==> config.mk <==
export PLATFORM = sky130hd
export DESIGN_NAME = asr_ctrl
export DESIGN_NICKNAME = d
export VERILOG_FILES = /design/src/asr_pkg.sv /design/src/asr_ctrl.sv /design/src/asr_sync.sv
export SDC_FILE = /design/constraint.sdc
export NUM_CORES = 1
export LEC_CHECK = 0
export ABC_AREA = 0
export BUFFER_PORTS_ARGS = -buffer_cell sky130_fd_sc_hd__buf_2
export CORE_ASPECT_RATIO = 1.75
export CORE_MARGIN = 1.5
export CORE_UTILIZATION = 30
export DETAILED_ROUTE_END_ITERATION = 8
export GPL_TIMING_DRIVEN = 0
export PLACE_DENSITY = 0.5
export SETUP_SLACK_MARGIN = 0.15
export SYNTH_ARGS = -nofsm -noshare
export SYNTH_HDL_FRONTEND = slang
export SYNTH_HIERARCHICAL = 1
export SYNTH_SLANG_ARGS = --single-unit
==> constraint.sdc <==
create_clock -name mclk -period 2.6 [get_ports mclk]
set_input_delay 0.39 -clock mclk [delete_from_list [all_inputs] [get_ports mclk]]
set_output_delay 0.39 -clock mclk [all_outputs]
set_load 0.02 [all_outputs]
==> src/asr_pkg.sv <==
// Package for the asynchronous static memory port controller
package asr_pkg;
    // ------------------------------------------------------------
    // Geometry
    // ------------------------------------------------------------
    localparam int ADDR_W = 19;
    localparam int DATA_W = 8;
    // ------------------------------------------------------------
    // Timing (ns) and derived cycle counts at 50 MHz
    // ------------------------------------------------------------
    localparam int CLK_PERIOD_NS          = 20;
    localparam int POWER_UP_WAIT_NS       = 1000;
    localparam int READ_CYCLE_TIME_NS     = 20;
    localparam int WRITE_FLOAT_DELAY_NS   = 8;
    localparam int WRITE_DATA_SETUP_NS    = 9;
    localparam int RETENTION_RECOVERY_NS  = READ_CYCLE_TIME_NS;
    localparam int POWER_UP_CYC =
        (POWER_UP_WAIT_NS + CLK_PERIOD_NS - 1) / CLK_PERIOD_NS;
    localparam int READ_CYC =
        (READ_CYCLE_TIME_NS + CLK_PERIOD_NS - 1) / CLK_PERIOD_NS;
    localparam int WRITE_CYC =
        (WRITE_FLOAT_DELAY_NS + WRITE_DATA_SETUP_NS + CLK_PERIOD_NS - 1) / CLK_PERIOD_NS;
    localparam int RECOVERY_CYC =
        (RETENTION_RECOVERY_NS + CLK_PERIOD_NS - 1) / CLK_PERIOD_NS;
    localparam int CNT_W = 8;
    // ------------------------------------------------------------
    // Carriers
    // ------------------------------------------------------------
    typedef struct packed {
        logic              write;
        logic [ADDR_W-1:0] addr;
        logic [DATA_W-1:0] wdata;
    } asr_req_t;
    typedef struct packed {
        logic              chip_sel_n;
        logic              out_en_n;
        logic              write_n;
        logic [ADDR_W-1:0] address_bus;
    } asr_pins_t;
    localparam asr_pins_t PINS_IDLE = '{chip_sel_n: 1'b1, out_en_n: 1'b1, write_n: 1'b1,
                                        address_bus: '0};
endpackage

==> src/asr_ctrl.sv <==
// Host-side controller driving a 512K x 8 asynchronous static memory
//------------------------------------------------------------------
// Behaviour
// [RQ1] Wait power-up interval before first access
// [RQ2] Power-up wait at least one microsecond
// [RQ3] 19-bit address, one byte per access
// [RQ4] Write lasts while select and strobe low
// [RQ5] Write ends when either strobe rises
// [RQ6] Data held around terminating strobe edge
// [RQ7] Write cycle covers float delay plus setup
// [RQ8] Deselected device floats bus, enters standby
// [RQ9] Select, output enable low reads byte
// [RQ10] Select and strobe low write data
// [RQ11] Selected without enables keeps bus floating
// [RQ12] Output enable high during write, no drive
// [RQ13] Simultaneous release keeps outputs floating
// [RQ14] Write strobe high during whole read
// [RQ15] Address valid before select falls
// [RQ16] Host never drives while memory drives
// [RQ17] Retention only while deselected
// [RQ18] Wait one read cycle after retention
//------------------------------------------------------------------
`timescale 1ns/1ps
module asr_ctrl
    import asr_pkg::*;
#(
    parameter int PWR_CYC = POWER_UP_CYC
) (
    // Clock and reset
    input  wire logic              mclk,
    input  wire logic              rst_n,
    // User request
    input  wire logic              req_valid,
    input  wire asr_req_t          req,
    output logic                   req_ready,
    output logic                   rd_valid,
    output logic [DATA_W-1:0]      rd_data,
    // Retention control
    input  wire logic              retain_req,
    output logic                   retain_ok,
    // Memory pins
    output asr_pins_t              pins,
    input  wire logic [DATA_W-1:0] data_bus_i,
    output logic [DATA_W-1:0]      data_bus_o,
    output logic                   data_bus_oe
);
    typedef enum logic [2:0] {
        S_PWR, S_IDLE, S_RSETUP, S_READ, S_WSETUP, S_WRITE, S_WEND, S_RETAIN
    } asr_state_t;

    asr_state_t          state;
    asr_state_t          next_state;
    logic [15:0]         cnt;
    logic [15:0]         next_cnt;
    asr_pins_t           next_pins;
    logic [DATA_W-1:0]   next_data_o;
    logic                next_oe;
    logic                next_ready;
    logic                next_rd_valid;
    logic [DATA_W-1:0]   next_rd_data;
    logic                next_retain_ok;
    logic [DATA_W-1:0]   sync_data;

    asr_sync #(.W(DATA_W)) u_sync (
        .mclk  (mclk),
        .rst_n (rst_n),
        .d     (data_bus_i),
        .q     (sync_data)
    );

    //--------------------------------------------------------------
    // Sequencer
    //--------------------------------------------------------------
    // Reads wait four extra cycles for the three synchroniser stages and output register before capture
    localparam logic [15:0] RD_WAIT = 16'(READ_CYC + 4);
    always_comb begin
        next_state     = state;
        next_cnt       = (cnt != 16'h0000) ? cnt - 16'h0001 : cnt;
        next_pins      = pins;
        next_data_o    = data_bus_o;
        next_oe        = data_bus_oe;
        next_ready     = 1'b0;
        next_rd_valid  = 1'b0;
        next_rd_data   = rd_data;
        next_retain_ok = 1'b0;
        unique case (state)
            // [RQ1] power-up hold
            S_PWR: begin
                if (cnt == 16'h0000) begin
                    next_state = S_IDLE;
                    next_ready = 1'b1;
                end
            end
            S_IDLE: begin
                next_ready = 1'b1;
                if (retain_req) begin
                    // [RQ17] stay deselected
                    next_state     = S_RETAIN;
                    next_ready     = 1'b0;
                    next_retain_ok = 1'b1;
                    next_pins      = PINS_IDLE;
                end else if (req_valid && req_ready) begin
                    next_ready = 1'b0;
                    // [RQ15] address before select
                    next_pins.address_bus = req.addr;
                    if (req.write) begin
                        next_state  = S_WSETUP;
                        next_data_o = req.wdata;
                    end else begin
                        next_state = S_RSETUP;
                    end
                end
            end
            S_RSETUP: begin
                // [RQ14] strobe stays high
                next_pins.chip_sel_n = 1'b0;
                next_pins.out_en_n   = 1'b0;
                next_pins.write_n    = 1'b1;
                next_cnt             = RD_WAIT;
                next_state           = S_READ;
            end
            S_READ: begin
                if (cnt == 16'h0000) begin
                    next_rd_data  = sync_data;
                    next_rd_valid = 1'b1;
                    next_pins     = PINS_IDLE;
                    next_pins.address_bus = pins.address_bus;
                    next_state    = S_IDLE;
                    next_ready    = 1'b1;
                end
            end
            S_WSETUP: begin
                // [RQ12] output enable high, no float wait
                next_pins.out_en_n   = 1'b1;
                next_pins.chip_sel_n = 1'b0;
                next_pins.write_n    = 1'b0;
                // [RQ16] drive only with memory outputs off
                next_oe              = 1'b1;
                next_cnt             = 16'(WRITE_CYC);
                next_state           = S_WRITE;
            end
            S_WRITE: begin
                // [RQ7] strobe width covers setup
                if (cnt == 16'h0001) begin
                    // [RQ5] strobe rise ends write
                    next_pins.write_n = 1'b1;
                    next_state        = S_WEND;
                end
            end
            S_WEND: begin
                // [RQ6] data and address held past rise
                next_pins.chip_sel_n = 1'b1;
                next_oe              = 1'b0;
                next_state           = S_IDLE;
                next_ready           = 1'b1;
            end
            S_RETAIN: begin
                next_retain_ok = retain_req;
                if (!retain_req && !retain_ok) begin
                    if (cnt == 16'h0000) begin
                        next_state = S_IDLE;
                        next_ready = 1'b1;
                    end
                end else begin
                    // [RQ18] recovery count restarts
                    next_cnt = 16'(RECOVERY_CYC);
                end
            end
        endcase
    end

    always_ff @(posedge mclk or negedge rst_n) begin
        if (!rst_n) begin
            state       <= S_PWR;
            // [RQ2] one microsecond count
            cnt         <= 16'(PWR_CYC);
            pins        <= PINS_IDLE;
            data_bus_o  <= '0;
            data_bus_oe <= 1'b0;
            req_ready   <= 1'b0;
            rd_valid    <= 1'b0;
            rd_data     <= '0;
            retain_ok   <= 1'b0;
        end else begin
            state       <= next_state;
            cnt         <= next_cnt;
            pins        <= next_pins;
            data_bus_o  <= next_data_o;
            data_bus_oe <= next_oe;
            req_ready   <= next_ready;
            rd_valid    <= next_rd_valid;
            rd_data     <= next_rd_data;
            retain_ok   <= next_retain_ok;
        end
    end
endmodule

==> src/asr_sync.sv <==
// Three-stage input synchroniser for the returning data bus
`timescale 1ns/1ps
module asr_sync
    import asr_pkg::*;
#(
    parameter int W = DATA_W
) (
    // Clock and reset
    input  wire logic         mclk,
    input  wire logic         rst_n,
    // Data
    input  wire logic [W-1:0] d,
    output logic      [W-1:0] q
);
    logic [W-1:0] s1;
    logic [W-1:0] s2;
    logic [W-1:0] s3;
    logic [W-1:0] next_q;
    // Value counts only once the last two stages agree
    always_comb begin
        next_q = (s2 == s3) ? s3 : q;
    end
    always_ff @(posedge mclk or negedge rst_n) begin
        if (!rst_n) begin
            s1 <= '0;
            s2 <= '0;
            s3 <= '0;
            q  <= '0;
        end else begin
            s1 <= d;
            s2 <= s1;
            s3 <= s2;
            q  <= next_q;
        end
    end
endmodule

==> results.py <==
metrics = {
    "route": {
        "vias": 2760,
        "viasPerCell": 4.91,
        "wl_per_cell_microns": 15.0,
        "antenna_left": 0,
        "drtPass1Iterations": 4,
        "drt_iter0_drc": 153,
        "drc": 0,
        "routed_wl_microns": 8450,
    },
    "synthesis": {
        "syn_inst": 292,
        "synth_edf_count": 0,
        "ys_ff_latch": 93,
        "synthArstFlopShare_pct": 100,
        "syn-cell-area_sq_um": 3800,
        "synthTopCellsByArea": "dfrtp_1 (57%), a22o_1 (4.4%), dfstp_2 (4.1%)",
        "ys.flop_type": "dfrtp_1",
        "yosysSeqAreaShare_pct": 61.4,
        "yosys_warnings": 6,
        "synth.distinct_cells": 54,
        "yosysTopAreaCellShare_pct": 57.3,
        "syn_nets": 335,
        "avgSynthCellArea_sq_um": 13.0,
        "yosysTopAreaCell": "dfrtp_1",
    },
    "sta": {
        "rsz0062_at_grt": "true",
        "worstMarginPinSlew_ns": 0.526,
        "period_share_pct": 89.2,
        "relSlewSlack_pct": 64.9,
        "fin_crit_ns": 2.32,
        "fin_ws_ns": 0.282,
        "skew_ns": 0.0113,
        "hold_violations": 0,
        "tns_ns": 0,
        "slew_viol_final": 0,
        "clock.fmax_mhz": 431,
        "setup_violations": 0,
    },
    "grt": {
        "antenna_found_initial": 2,
        "grt.total_usage_pct": 13.9,
        "grt_max_degree": 72,
        "grt_pass1_wl_microns": 14500,
        "grt_pass1_vias": 2879,
        "grt-ovfl-total": 0,
    },
    "setup_path": {
        "slowest_delay_ns": 0.47,
        "cp.arrival_ns": 2.57,
        "worstSetupEndpointType": "flop",
        "worstPathRequired_ns": 2.85,
        "startpoint_type": "flop",
        "cp_max_fo": 8,
        "cpLargestDelayFamily": "simple AND/OR/NAND/NOR gates",
        "r2r_start": "cnt[0]",
        "path_cells": "inv_1, ha_1, nor4b_2, nand4_1, a311o_1, o311ai_1",
        "crit_buf_inv": 1,
        "startpoint": "cnt[0]",
        "path_class": "reg -> reg",
        "cp_slowest_cell": "nor4b_2",
    },
    "placed_design": {
        "io_buffers": 81,
        "dp_slack_ns": 0.151,
        "hpwl_microns": 6110,
        "gp_congestion": 0.814,
        "placed_cell_area_sq_um": 4450,
    },
    "finish": {
        "final_cell_mix": "dfrtp_1 (87), buf_2 (81), a22o_1 (19), a21oi_1 (15), nand2_1 (13)",
        "drive_above_1_share_pct": 33.2,
        "fin_nets": 430,
        "design_area_sq_um": 4790,
        "layout_commonest_cell": "dfrtp_1",
        "syn_to_final_growth_pct": 26.0,
    },
    "floorplanning": {
        "rows": 54,
        "core_sq_um": 12400,
        "start_util_pct": 30.6,
        "dieHeight_microns": 152,
        "io_pins": 82,
        "die_area_sq_um": 13400,
        "die_x_microns": 88.1,
    },
    "pwr": {
        "vdd_drop_max_uv": 465,
        "power_density_nw_per_um2": 1110,
        "leakagePower_nw": 2.33,
    },
    "clocking": {
        "clk_pin_slew_ns": 0.07,
        "htree_levels": 3,
        "cts_tree": "yes",
        "cts_buffers": 9,
        "cts_buffer_depth": 2,
        "clock-root-buffer": "clkbuf_16",
        "clk_latency_ns": 0.35,
        "clock_sinks": 93,
    },
    "status": {
        "status": "finished clean",
    },
    "hold_path": {
        "min_path_type": "in -> reg",
        "hold_start": "data_bus_i[2]",
    },
    "job": {
        "drv_cap": 0,
    },
}
## layer usage
metal	vias to the layer above	GRT usage (%)	wire length [microns]
met5	-	0	0
li1	1286	-	-
met3	18	3.04	354
met2	74	22.6	4440
met4	0	7.81	265
met1	1382	16.6	3400
## state kept, by name, summed over array words and instances, names as in the netlist, 3 cells and up
name        cells
u_sync/s2       8
u_sync/s3       8
u_sync/q        8
u_sync/s1       8
cnt            16
data_bus_o      8
pins           22
rd_data         8
state           3
## where the power goes
| part | total, mW | internal [mW] | switching [mW] |
|---|---|---|---|
| combinational | 1.87 | 0.720 | 1.15 |
| clock | 1.36 | 0.765 | 0.591 |
| sequential | 2.07 | 1.81 | 0.269 |
## cell usage after synthesis, drive strengths merged (7+ instances only)
master and n:
a21oi 15, mux2 24, nor2 11, clkbuf 8
xor2 9, o21ai 10, nand2 13, inv 8
dfrtp 87, nor3 7, or4 7, a22o 19
## layout make-up
type	instances	area (sq um)
Fill cell	1274	7640
Sequential cell	93	2330
Multi-Input combinational cell	179	1390
Timing Repair Buffer	84	465
Clock buffer	10	229
Tap cell	168	210
Clock inverter	6	76.3
Buffer	12	53.8
Inverter	8	30.0
Antenna cell	2	5.00
## through the flow
step / hold slack [ns] / power [mW] / cells / util (%)
6_report: 0.141 / 5.30 / 562 / 38.5
3_5_place_dp: 0.310 / 3.97 / 542 / 35.8
5_1_grt: 0.132 / 5.67 / 562 / 38.5
2_1_floorplan: 0.0944 / 3.37 / 292 / -
3_3_place_gp: 0.332 / 3.92 / 541 / 35.5
4_1_cts: 0.134 / 5.36 / 559 / 38.3
## worst register-to-register path: stages, from the launching register on
cell and delay (ns):
dfrtp_1 0.42, inv_1 0.13, ha_1 0.21, nor4b_2 0.47, nand4_1 0.44, a311o_1 0.47, o311ai_1 0.09
## repair_timing
| item | 4_1_cts | 5_1_grt |
|---|---|---|
| endpoints found under the setup margin | 8 | 11 |
| resized for setup | 0 | 1 |
| gates cloned | 0 | 0 |
| pin swaps | 1 | 2 |
| endpoints found under the hold margin | 22 | 0 |
| hold buffers | 1 | 0 |
| setup buffers | 0 | 1 |
## logic make-up (layout without fill, tap and decap cells)
group	after synthesis	count (layout)	synth area share [%]
muxes	25	25	8.16
and+or+nand+nor	72	72	12.0
DFF	93	93	61.4
AOI/OAI and AO/OA	70	70	13.3
buffers and inverters	20	120	2.14
adders and majority gates	3	3	0.987
xor gates and xnor gates	9	9	2.07
other	0	2	0
## worst paths after layout
kind / end / slack (ns) / cells after the start
min: u_sync/s1[2] / 0.14 / 1
max reg2reg: pins[19] / 0.28 / 6
max: pins[19] / 0.28 / 6
min reg2reg: u_sync/s2[6] / 0.35 / 0
max in group asynchronous: cnt[5] / 1.42 / 3
min in group asynchronous: rd_data[7] / 0.48 / 2
(Power assumes the default switching activity.)
